## src/core/nfc_pkg.sv

```systemverilog
// Shared constants, field layouts, carriers and state codes of the flash control block
package nfc_pkg;

   // ************************************************************
   // Register map
   // ************************************************************
   localparam int unsigned NFC_ADDR_W      = 8;                  // Decoded address bits
   localparam logic [7:0]  NFC_CTRL_OFS    = 8'h00;              // Control register offset
   localparam logic [7:0]  NFC_STAT_OFS    = 8'h04;              // Status register offset
   localparam logic [15:0] NFC_CTRL_RST    = 16'h0000;           // Control reset value
   localparam logic [31:0] NFC_RD_ZERO     = 32'h0000_0000;      // Unmapped read answer

   // ************************************************************
   // Control field positions
   // ************************************************************
   localparam int unsigned NFC_IRQ_CLR_BIT = 14;                 // Write one clears request
   localparam int unsigned NFC_IRQ_EN_BIT  = 13;                 // Interrupt enable
   localparam int unsigned NFC_PROG_EN_BIT = 12;                 // Program enable
   localparam int unsigned NFC_ERS_GO_BIT  = 11;                 // Erase start, write one
   localparam int unsigned NFC_ERS_EN_BIT  = 10;                 // Erase enable
   localparam int unsigned NFC_DIS_BIT     = 9;                  // Flash disable
   localparam int unsigned NFC_STBY_BIT    = 8;                  // Standby select
   localparam int unsigned NFC_PROT_BIT    = 7;                  // Protected bank

   // ************************************************************
   // Status field positions
   // ************************************************************
   localparam int unsigned NFC_ST_IRQ_BIT  = 0;                  // Request pending
   localparam int unsigned NFC_ST_DONE_BIT = 1;                  // Synced completion flag
   localparam int unsigned NFC_ST_BUSY_BIT = 2;                  // Erase in progress
   localparam int unsigned NFC_ST_EREF_BIT = 3;                  // Last erase start refused
   localparam int unsigned NFC_ST_PREF_BIT = 4;                  // A program was refused

   // ************************************************************
   // Bus constants
   // ************************************************************
   localparam logic [2:0]  NFC_HSIZE_WORD  = 3'h2;               // Whole word transfer
   localparam logic [1:0]  NFC_HRESP_OKAY  = 2'h0;               // Always OKAY

   // ************************************************************
   // Carriers
   // ************************************************************
   typedef struct packed {
      logic                  wr;      // Write data phase pulse
      logic                  rd;      // Read capture pulse
      logic [NFC_ADDR_W-1:0] addr;    // Word aligned offset
      logic [31:0]           wdata;   // Write data
   } nfc_regreq_t;

   typedef struct packed {
      logic irq_enable;              // Interrupt enable
      logic program_enable;          // Program enable
      logic erase_enable;            // Erase enable
      logic flash_disable;           // Flash disable
      logic standby_select;          // Standby select
      logic protected_sector_bank;   // Bank protect
   } nfc_ctrl_t;

   typedef struct packed {
      logic program_allow;   // Programming permitted
      logic erase_go;        // One-cycle erase start
      logic pins_oe;         // Flash outputs driven
      logic standby;         // Low power standby
      logic irq;             // Interrupt request
   } nfc_flash_out_t;

   // ************************************************************
   // State codes
   // ************************************************************
   typedef enum logic [3:0] {
      NFC_BUS_IDLE = 4'b0001,   // No transfer
      NFC_BUS_WR   = 4'b0010,   // Write data phase
      NFC_BUS_RDW  = 4'b0100,   // Read wait cycle
      NFC_BUS_RDD  = 4'b1000    // Read data phase
   } nfc_bus_st_t;

   typedef enum logic [1:0] {
      NFC_ERS_IDLE = 2'b01,   // No erase running
      NFC_ERS_RUN  = 2'b10    // Erase running
   } nfc_ers_st_t;

endpackage

```

## src/core/nfc_sync_rise.sv

```systemverilog
// Two-stage synchroniser with rising edge detect for an outside level
module nfc_sync_rise
   import nfc_pkg::*;
(
   input  wire logic core_clk,
   input  wire logic reset,
   input  wire logic async_in,
   output logic      level,
   output logic      rise
);

   // ************************************************************
   // State
   // ************************************************************
   typedef struct packed {
      logic meta;   // First stage, read by sync only
      logic sync;   // Second stage
      logic prev;   // Previous synced value
   } nfc_sr_state_t;

   nfc_sr_state_t state_ff;                                      // Registered state
   nfc_sr_state_t nxt_state;                                     // Next state

   // Shift the level through the stages
   always_comb
   begin
      nxt_state      = state_ff;
      nxt_state.meta = async_in;
      nxt_state.sync = state_ff.meta;
      nxt_state.prev = state_ff.sync;
   end

   // Clear all stages under reset
   always_ff @(posedge core_clk)
   begin
      if (reset)
      begin
         state_ff <= '0;
      end
      else
      begin
         state_ff <= nxt_state;
      end
   end

   assign level = state_ff.sync;
   assign rise  = state_ff.sync & ~state_ff.prev;

endmodule

```

## src/core/nfc_ahb_slave.sv

```systemverilog
// AHB-Lite slave front end: one wait state on reads, none on writes
module nfc_ahb_slave
   import nfc_pkg::*;
(
   input  wire logic        core_clk,
   input  wire logic        reset,
   input  wire logic        hsel,
   input  wire logic [31:0] haddr,
   input  wire logic [1:0]  htrans,
   input  wire logic        hwrite,
   input  wire logic [2:0]  hsize,
   input  wire logic        hready,
   input  wire logic [31:0] hwdata,
   output logic             hreadyout,
   output logic [1:0]       hresp,
   output logic [31:0]      hrdata,
   output nfc_regreq_t      reg_req,
   input  wire logic [31:0] rd_data
);

   // ************************************************************
   // State
   // ************************************************************
   typedef struct packed {
      nfc_bus_st_t           st;      // Transfer phase
      logic [NFC_ADDR_W-1:0] addr;    // Captured offset
      logic                  word;    // Captured size was a word
      logic [31:0]           rdata;   // Read data register
   } nfc_bus_state_t;

   nfc_bus_state_t state_ff;                                     // Registered state
   nfc_bus_state_t nxt_state;                                    // Next state
   logic           accept;                                       // Address phase taken

   // Address phase taken while the bus is ready
   assign accept = hsel & hready & htrans[1];

   // Phase sequencing and read capture
   always_comb
   begin
      nxt_state = state_ff;
      unique case (state_ff.st)
         NFC_BUS_RDW:
         begin
            // Wait cycle: capture read data after prior writes landed
            nxt_state.rdata = rd_data;
            nxt_state.st    = NFC_BUS_RDD;
         end
         default:
         begin
            // Idle, write data phase and read data phase may take a new request
            if (accept)
            begin
               nxt_state.addr = {haddr[NFC_ADDR_W-1:2], 2'b00};
               nxt_state.word = (hsize == NFC_HSIZE_WORD);
               nxt_state.st   = hwrite ? NFC_BUS_WR : NFC_BUS_RDW;
            end
            else
            begin
               nxt_state.st = NFC_BUS_IDLE;
            end
         end
      endcase
   end

   // Return to idle under reset
   always_ff @(posedge core_clk)
   begin
      if (reset)
      begin
         state_ff <= '{st: NFC_BUS_IDLE, addr: '0, word: 1'b0, rdata: '0};
      end
      else
      begin
         state_ff <= nxt_state;
      end
   end

   // Outputs toward bus and register file
   assign hreadyout     = (state_ff.st != NFC_BUS_RDW);
   assign hresp         = NFC_HRESP_OKAY;
   assign hrdata        = state_ff.rdata;
   assign reg_req.wr    = (state_ff.st == NFC_BUS_WR) & state_ff.word;
   assign reg_req.rd    = (state_ff.st == NFC_BUS_RDW);
   assign reg_req.addr  = state_ff.addr;
   assign reg_req.wdata = hwdata;

endmodule

```

## src/core/nfc_flash_ctrl.sv

```systemverilog
// Flash control bits: interrupt, program and erase permission, disable, standby, protect
// Contract
// Writing one to bit 14 clears request
// Enabled request on each completion rising edge
// Bit 12 permits or blocks programming
// Writing one to bit 11 starts erase
// Software sets erase enable before start
// Bit 10 permits or blocks sector erase
// Bit 9 disables flash, outputs released
// Bit 8 selects low power standby
// Bit 7 refuses program/erase in bank
// Request stays until cleared or reset
module nfc_flash_ctrl
   import nfc_pkg::*;
(
   input  wire logic        core_clk,
   input  wire logic        reset,
   input  wire logic        hsel,
   input  wire logic [31:0] haddr,
   input  wire logic [1:0]  htrans,
   input  wire logic        hwrite,
   input  wire logic [2:0]  hsize,
   input  wire logic        hready,
   input  wire logic [31:0] hwdata,
   output logic             hreadyout,
   output logic [1:0]       hresp,
   output logic [31:0]      hrdata,
   input  wire logic        operation_done_flag,
   input  wire logic        erase_in_protected,
   input  wire logic        prog_req,
   input  wire logic        prog_in_protected,
   output logic             prog_grant,
   output logic             prog_refused,
   output nfc_flash_out_t   flash_out
);

   // ************************************************************
   // State
   // ************************************************************
   typedef struct packed {
      nfc_ctrl_t   ctrl;        // Control fields
      nfc_ers_st_t ers;         // Erase sequencer
      logic        irq_pend;    // Pending request
      logic        erase_go;    // Erase start pulse
      logic        erase_ref;   // Last erase start refused
      logic        prog_ref;    // Sticky program refusal
      logic        prog_gnt;    // Program grant pulse
      logic        prog_rfp;    // Program refusal pulse
   } nfc_top_state_t;

   nfc_top_state_t state_ff;    // Registered state
   nfc_top_state_t nxt_state;   // Next state
   nfc_regreq_t    reg_req;     // Register access
   logic [31:0]    rd_data;     // Read mux
   logic           done_lvl;    // Synced completion flag
   logic           done_rise;   // Completion rising edge
   logic           wr_ctrl;     // Control write strobe
   logic           wr_stat;     // Status write strobe
   logic           erase_ok;    // Erase start permitted
   logic           prog_ok;     // Program permitted

   // ************************************************************
   // Bus front end
   // ************************************************************
   nfc_ahb_slave u_bus (
      .core_clk  (core_clk),
      .reset     (reset),
      .hsel      (hsel),
      .haddr     (haddr),
      .htrans    (htrans),
      .hwrite    (hwrite),
      .hsize     (hsize),
      .hready    (hready),
      .hwdata    (hwdata),
      .hreadyout (hreadyout),
      .hresp     (hresp),
      .hrdata    (hrdata),
      .reg_req   (reg_req),
      .rd_data   (rd_data)
   );

   // ************************************************************
   // Completion flag from the array side
   // ************************************************************
   nfc_sync_rise u_done (
      .core_clk (core_clk),
      .reset    (reset),
      .async_in (operation_done_flag),
      .level    (done_lvl),
      .rise     (done_rise)
   );

   // Write strobes per register
   assign wr_ctrl = reg_req.wr & (reg_req.addr == NFC_CTRL_OFS);
   assign wr_stat = reg_req.wr & (reg_req.addr == NFC_STAT_OFS);

   // Erase may start only from the fields already held before the write
   assign erase_ok = state_ff.ctrl.erase_enable
                   & ~(state_ff.ctrl.protected_sector_bank & erase_in_protected)
                   & ~state_ff.ctrl.flash_disable
                   & (state_ff.ers == NFC_ERS_IDLE);

   // Programming permission per request
   assign prog_ok = state_ff.ctrl.program_enable
                  & ~(state_ff.ctrl.protected_sector_bank & prog_in_protected)
                  & ~state_ff.ctrl.flash_disable;

   // ************************************************************
   // Read mux
   // ************************************************************
   always_comb
   begin
      rd_data = NFC_RD_ZERO;
      if (reg_req.addr == NFC_CTRL_OFS)
      begin
         // Write-one fields read as zero
         rd_data[NFC_IRQ_EN_BIT]  = state_ff.ctrl.irq_enable;
         rd_data[NFC_PROG_EN_BIT] = state_ff.ctrl.program_enable;
         rd_data[NFC_ERS_EN_BIT]  = state_ff.ctrl.erase_enable;
         rd_data[NFC_DIS_BIT]     = state_ff.ctrl.flash_disable;
         rd_data[NFC_STBY_BIT]    = state_ff.ctrl.standby_select;
         rd_data[NFC_PROT_BIT]    = state_ff.ctrl.protected_sector_bank;
      end
      else if (reg_req.addr == NFC_STAT_OFS)
      begin
         // Block state
         rd_data[NFC_ST_IRQ_BIT]  = state_ff.irq_pend;
         rd_data[NFC_ST_DONE_BIT] = done_lvl;
         rd_data[NFC_ST_BUSY_BIT] = (state_ff.ers == NFC_ERS_RUN);
         rd_data[NFC_ST_EREF_BIT] = state_ff.erase_ref;
         rd_data[NFC_ST_PREF_BIT] = state_ff.prog_ref;
      end
      else
      begin
         // Unmapped offsets read zero
         rd_data = NFC_RD_ZERO;
      end
   end

   // ************************************************************
   // Control, interrupt and erase sequencing
   // ************************************************************
   always_comb
   begin
      nxt_state          = state_ff;
      nxt_state.erase_go = 1'b0;
      nxt_state.prog_gnt = 1'b0;
      nxt_state.prog_rfp = 1'b0;

      // Control field update
      if (wr_ctrl)
      begin
         nxt_state.ctrl.irq_enable            = reg_req.wdata[NFC_IRQ_EN_BIT];
         nxt_state.ctrl.program_enable        = reg_req.wdata[NFC_PROG_EN_BIT];
         nxt_state.ctrl.erase_enable          = reg_req.wdata[NFC_ERS_EN_BIT];
         nxt_state.ctrl.flash_disable         = reg_req.wdata[NFC_DIS_BIT];
         nxt_state.ctrl.standby_select        = reg_req.wdata[NFC_STBY_BIT];
         nxt_state.ctrl.protected_sector_bank = reg_req.wdata[NFC_PROT_BIT];
      end

      // Pending request: a new edge wins over a clear in the same cycle
      if (state_ff.ctrl.irq_enable & done_rise)
      begin
         nxt_state.irq_pend = 1'b1;
      end
      else if (wr_ctrl & reg_req.wdata[NFC_IRQ_CLR_BIT])
      begin
         nxt_state.irq_pend = 1'b0;
      end

      // Erase sequencer
      unique case (state_ff.ers)
         NFC_ERS_IDLE:
         begin
            // Writing zero to the start field does nothing
            if (wr_ctrl & reg_req.wdata[NFC_ERS_GO_BIT])
            begin
               if (erase_ok)
               begin
                  nxt_state.erase_go  = 1'b1;
                  nxt_state.erase_ref = 1'b0;
                  nxt_state.ers       = NFC_ERS_RUN;
               end
               else
               begin
                  nxt_state.erase_ref = 1'b1;
               end
            end
         end
         NFC_ERS_RUN:
         begin
            // Completion ends the erase; a start meanwhile is refused
            if (wr_ctrl & reg_req.wdata[NFC_ERS_GO_BIT])
            begin
               nxt_state.erase_ref = 1'b1;
            end
            if (done_rise)
            begin
               nxt_state.ers = NFC_ERS_IDLE;
            end
         end
         default:
         begin
            // Illegal code recovers to idle
            nxt_state.ers = NFC_ERS_IDLE;
         end
      endcase

      // Program requests from the array side
      if (prog_req)
      begin
         if (prog_ok)
         begin
            nxt_state.prog_gnt = 1'b1;
         end
         else
         begin
            nxt_state.prog_rfp = 1'b1;
            nxt_state.prog_ref = 1'b1;
         end
      end
      else if (wr_stat & reg_req.wdata[NFC_ST_PREF_BIT])
      begin
         // Sticky refusal cleared by writing one; any program request in that cycle wins
         nxt_state.prog_ref = 1'b0;
      end
   end

   // Register all state
   always_ff @(posedge core_clk)
   begin
      if (reset)
      begin
         state_ff      <= '0;
         state_ff.ctrl <= nfc_ctrl_t'({NFC_CTRL_RST[NFC_IRQ_EN_BIT:NFC_PROG_EN_BIT],
                                       NFC_CTRL_RST[NFC_ERS_EN_BIT:NFC_PROT_BIT]});
         state_ff.ers  <= NFC_ERS_IDLE;
      end
      else
      begin
         state_ff <= nxt_state;
      end
   end

   // ************************************************************
   // Outputs to the flash array
   // ************************************************************
   assign flash_out.program_allow = state_ff.ctrl.program_enable
                                  & ~state_ff.ctrl.flash_disable;
   assign flash_out.erase_go      = state_ff.erase_go;
   assign flash_out.pins_oe       = ~state_ff.ctrl.flash_disable;
   assign flash_out.standby       = state_ff.ctrl.standby_select;
   assign flash_out.irq           = state_ff.irq_pend;
   assign prog_grant              = state_ff.prog_gnt;
   assign prog_refused            = state_ff.prog_rfp;

endmodule

```

## config.mk

```make
export PLATFORM = sky130hd
export DESIGN_NAME = nfc_flash_ctrl
export DESIGN_NICKNAME = d
export VERILOG_FILES = /design/src/core/nfc_pkg.sv /design/src/core/nfc_sync_rise.sv /design/src/core/nfc_ahb_slave.sv /design/src/core/nfc_flash_ctrl.sv
export SDC_FILE = /design/constraint.sdc
export NUM_CORES = 1
export LEC_CHECK = 0
export BUFFER_PORTS_ARGS = -buffer_cell sky130_fd_sc_hd__buf_2
export CAP_MARGIN = 20
export CORE_MARGIN = 4
export CORE_UTILIZATION = 35
export DETAILED_ROUTE_END_ITERATION = 8
export PLACE_DENSITY = 0.7
export SLEW_MARGIN = 20
export SYNTH_ARGS = -nofsm -noshare
export SYNTH_HDL_FRONTEND = slang
export SYNTH_SLANG_ARGS = --single-unit
```

## constraint.sdc

```tcl
create_clock -name core_clk -period 4.1 [get_ports core_clk]
set_input_delay 0.82 -clock core_clk [delete_from_list [all_inputs] [get_ports core_clk]]
set_output_delay 0.82 -clock core_clk [all_outputs]
set_load 0.03 [all_outputs]
```

Word level (Yosys, flattened, before mapping)
Index checks and enable logic that the tools add are counted.
- register bits after elaboration: 41
- input bits: 78
- output and inout bits: 42
- word-level logic and storage cells: 94
- eq/ne operators: 12
- muxes and demuxes: 23
- bitwise logic cells: 27
- reductions and logical operators: 11
- operators with widths (cell ; number):
    bitwise AND 1 bit ; 18
    2-to-1 mux 4 bit ; 3
    2-to-1 mux 1 bit ; 11
    2-to-1 mux 5 bit ; 2
    NOT 1 bit ; 9
    logical NOT 8 bit ; 1
    2-to-1 mux 2 bit ; 4
    equality test 6 x 1 -> 1 bit (second input constant) ; 1
    inequality test 2 bit (second input constant) ; 3
    AND reduction 3 bit ; 2
    nonzero test 2 bit ; 3
    OR reduction 3 bit ; 2
    equality test 4 x 2 -> 1 bit (second input constant) ; 1
    equality test 4 x 3 -> 1 bit (second input constant) ; 1
    inequality test 2 x 1 -> 1 bit (second input constant) ; 2
    inequality test 4 x 3 -> 1 bit (second input constant) ; 1
    one-hot mux 2 bit (2 select lines) ; 1
    AND reduction 2 bit ; 2
    equality test 3 x 2 -> 1 bit (second input constant) ; 1
    2-to-1 mux 3 bit ; 1
    equality test 2 x 1 -> 1 bit (second input constant) ; 1
    equality test 2 bit (second input constant) ; 1
    one-hot mux 1 bit (2 select lines) ; 1
    OR reduction 2 bit ; 1

Depth between registers and ports, before layout
- word-level depth: 8
- depth in mapped cells: 6
- mapped depth without buffers: 5

Cells and area by module
A second synthesis with hierarchy kept.
- cells, all modules: 347
- area, all modules: 2846.5 um^2
- by module, submodules not included (module ; times used ; cells each ; area an instance (um^2) ; sequential area each (um^2)):
    nfc_ahb_slave ; 1 ; 261 ; 2072.0 ; 860.8
    nfc_flash_ctrl ; 1 ; 79 ; 686.9 ; 280.3
    nfc_sync_rise ; 1 ; 7 ; 87.6 ; 60.1

Worst setup path after synthesis
Ideal clock, no wire load.
- kind: reg2out
- start point: reg u_bus.state_ff[41] in the netlist's numbering
- end point: out hreadyout
- data arrival time: 1133 ps
- data required time: 3280 ps
- path slack: 2147 ps
- stages on the path, launching flop included: 4
- path buffers: 1
- cells stage by stage: dfxtp_1 > nor4b_2 > inv_1 > clkbuf_1
- cells in the longest elaborated chain, start to end: 1
- ends and longest elaborated chain (element ; line ; text):
    start: declaration ; nfc_ahb_slave.sv:31 ; nfc_bus_state_t state_ff;
    start signal: assignment ; nfc_ahb_slave.sv:71 ; state_ff <= '{st: NFC_BUS_IDLE, addr: '0, word: 1'b0, rdata: '0};
    start signal: assignment ; nfc_ahb_slave.sv:75 ; state_ff <= nxt_state;
    inequality test 4 x 3 -> 1 bit ; nfc_ahb_slave.sv:80 ; assign hreadyout = (state_ff.st != NFC_BUS_RDW);
    end: declaration ; nfc_flash_ctrl.sv:25 ; output logic hreadyout,
Every way passes these cells.

Final worst setup path
Same ends and word-level chain as after synthesis.

==> impl_metrics.ini <==
[clocking]
clk_latency_ns = 0.29
root_buffer = clkbuf_8
cts_hold_buffers = 0
cts_buffers = 5
cts-htree-levels = 2
cts_setup_buffers = 0
cts_resized = 0
cts_tree = done
clockBufferDepth = 2
cts_sinks = 39
path_clk_slew_ns = 0.06

[worst_setup_path]
cp-start-kind = flip-flop
required_ns = 3.28
crit_type = reg -> out
arrival_ns = 1.50
end_kind = primary output
worst-path-max-fanout = 15

[logic_synthesis]
ys.warnings.count = 0
synth_common_cells = dfxtp_1, buf_4, a21oi_1, nand2_1, nand3_1
synth_top_family_by_area = simple AND/OR/NAND/NOR gates
ys.flop_type = dfxtp_1
synth_area_leader_cell = dfxtp_1
synth_mux_area_share_pct = 0
synth_seq_area_share_pct = 44.80
synth_compound_area_share_pct = 12.42
synthTopCellsByArea = dfxtp_1, buf_4, a21oi_1
syn_inst = 204
yosys.cell_types.count = 34
yosys.area_share.simple_pct = 23.19
post_synth_fa_ha_maj_area_fraction_pct = 0
synth.cell_area_um2 = 1743
syn_avg_cell_area_um2 = 8.544
synth-edff-count = 0
synth_top_area_share_pct = 44.80
synth_xor_area_share_pct = 0.5025
synth-seq-cells = 39
synth_async_sr_flop_share_pct = 0
synth_most_common_cell = dfxtp_1

[timing]
worstMarginPinSlew_ns = 0.7637
rsz0062_at_grt = no
finalCriticalPeriod_ns = 2.320
timing.hold.ws_ns = 0.4365
fmax_mhz = 431.1
fin_crit_sh_pct = 56.58
setup_viol = 0
slew_viol_final = 0
fin_skew_ns = 0.006116
relSlewSlack_pct = 48.66
finalHoldViolCount = 0
setup_tns_ns = 0

[hold_path]
holdCritPathClass = reg -> reg

[detailed_routing]
drc = 0
first_pass_iters = 4
ant_nets = 0
vias_per_cell = 4.409
drtIter0Drc = 54
totalWireLength_um = 3588
wl_per_cell_um = 11.92
vias = 1327

[global_routing]
grt_start_max_net_pins = 39
grt_pass1_wl_um = 5837
grt_pass1_vias = 1278
track_usage_pct = 12.13
antenna_found_initial = 0
grt_overflow = 0

[pwr]
vdd_ir_drop_max_uv = 134.2
power.density_nw_per_um2 = 368.0
p_leak_nw = 0.7955
p_total_mw = 0.7031

[placed_design]
gp_congestion = 0.7513
port_buffers = 46
hpwlAfterDp_um = 2564
dp_cells = 293

[die]
die_height_um = 78.57
start_util_pct = 36.42
std_cell_rows = 25
core_area_um2 = 4786
dieWidth_um = 78.57
io_pins = 120
die_area_um2 = 6172

[finish]
nets = 311
areaGrowthSynthToFinish_pct = 9.619
fillers = 521
drive_gt1_share_pct = 25.64
antenna_cells = 0
ff_latch_area_um2 = 780.7
finalNonFillerCells = 301
multi_input_area_um2 = 715.7

[run]
cap_viol_max_count = 0

[run_status]
status = complete, no violations
[sequential cells by signal, indices dropped and copies added (netlist names)]
name and flops:
u_bus.state_ff 5, state_ff 9, u_done.level 1, u_done.state_ff 1
u_done.nxt_state 1, u_bus.reg_req 6, u_bus.hrdata 11, prog_refused 1
prog_grant 1, flash_out 3
[layout make-up]
| type | instances | area share, % |
|---|---|---|
| Clock inverter | 1 | 0.2620 |
| Multi-Input combinational cell | 137 | 37.46 |
| Timing Repair Buffer | 47 | 12.44 |
| Sequential cell | 39 | 40.86 |
| Clock buffer | 7 | 3.995 |
| Inverter | 3 | 0.5894 |
| Tap cell | 67 | 4.388 |
[cell families after synthesis]
group | after synthesis
AO/OA/AOI/OAI | 39
XOR/XNOR | 1
buffers and inverters | 50
flip-flops | 39
other | 1
AND/OR/NAND/NOR | 74
[worst max-delay path, cell delays in order, from the launching register on]
cell     delay [ns]
dfxtp_1        0.34
nor4b_2        0.32
inv_1          0.29
buf_2          0.27
[metal layers]
metal  share of wire [%]  track usage [%]  routed length, µm
met1                  44            14.06               1569
met2                  45            19.27               1611
met3                 9.4            5.619                339
met4                 1.9            4.895                 68
met5                   0                0                  0
[through the flow]
stage	setup slack (ns)	area, µm²	util (%)
CTS	1.739	1911	39.92
finish	1.780	1911	39.92
detailed placement	2.029	1829	38.22
floorplan	2.147	1826	-
global route	1.682	1911	39.92
global placement	2.029	1829	38.22
[where the power goes]
group          total, mW  switching (mW)  internal (mW)
Sequential         0.386         0.00275          0.384
Combinational     0.0710          0.0536         0.0174
Clock              0.246           0.126          0.119
[placed cells by master, fill, tap and decap left out, types with 2 or more instances in the layout]
| cell | netlist | routed |
|---|---|---|
| nor3_1 | 3 | 3 |
| dfxtp_1 | 39 | 39 |
| nand2b_1 | 2 | 2 |
| inv_1 | 3 | 3 |
| nand2_1 | 28 | 28 |
| o21ai_0 | 4 | 4 |
| a21oi_1 | 28 | 28 |
| clkbuf_8 | 0 | 5 |
| nor2_1 | 4 | 4 |
| o21ai_1 | 2 | 2 |
| clkbuf_1 | 7 | 2 |
| nor3b_1 | 2 | 2 |
| buf_2 | 2 | 46 |
| conb_1 | 1 | 23 |
| nor2b_1 | 6 | 6 |
| nand3_1 | 18 | 18 |
[path summary, 6_finish.rpt]
check	endpoint	slack (ns)	startpoint	depth (start not counted)
worst max-delay path	hreadyout	1.78	u_bus.state_ff[41]	3
worst min-delay path	u_done.level	0.44	u_done.nxt_state[1]	1
worst max register to register	state_ff[3]	2.02	u_bus.reg_req[39]	4
worst min register to register	u_done.level	0.44	u_done.nxt_state[1]	1
(Power assumes the default switching activity.)
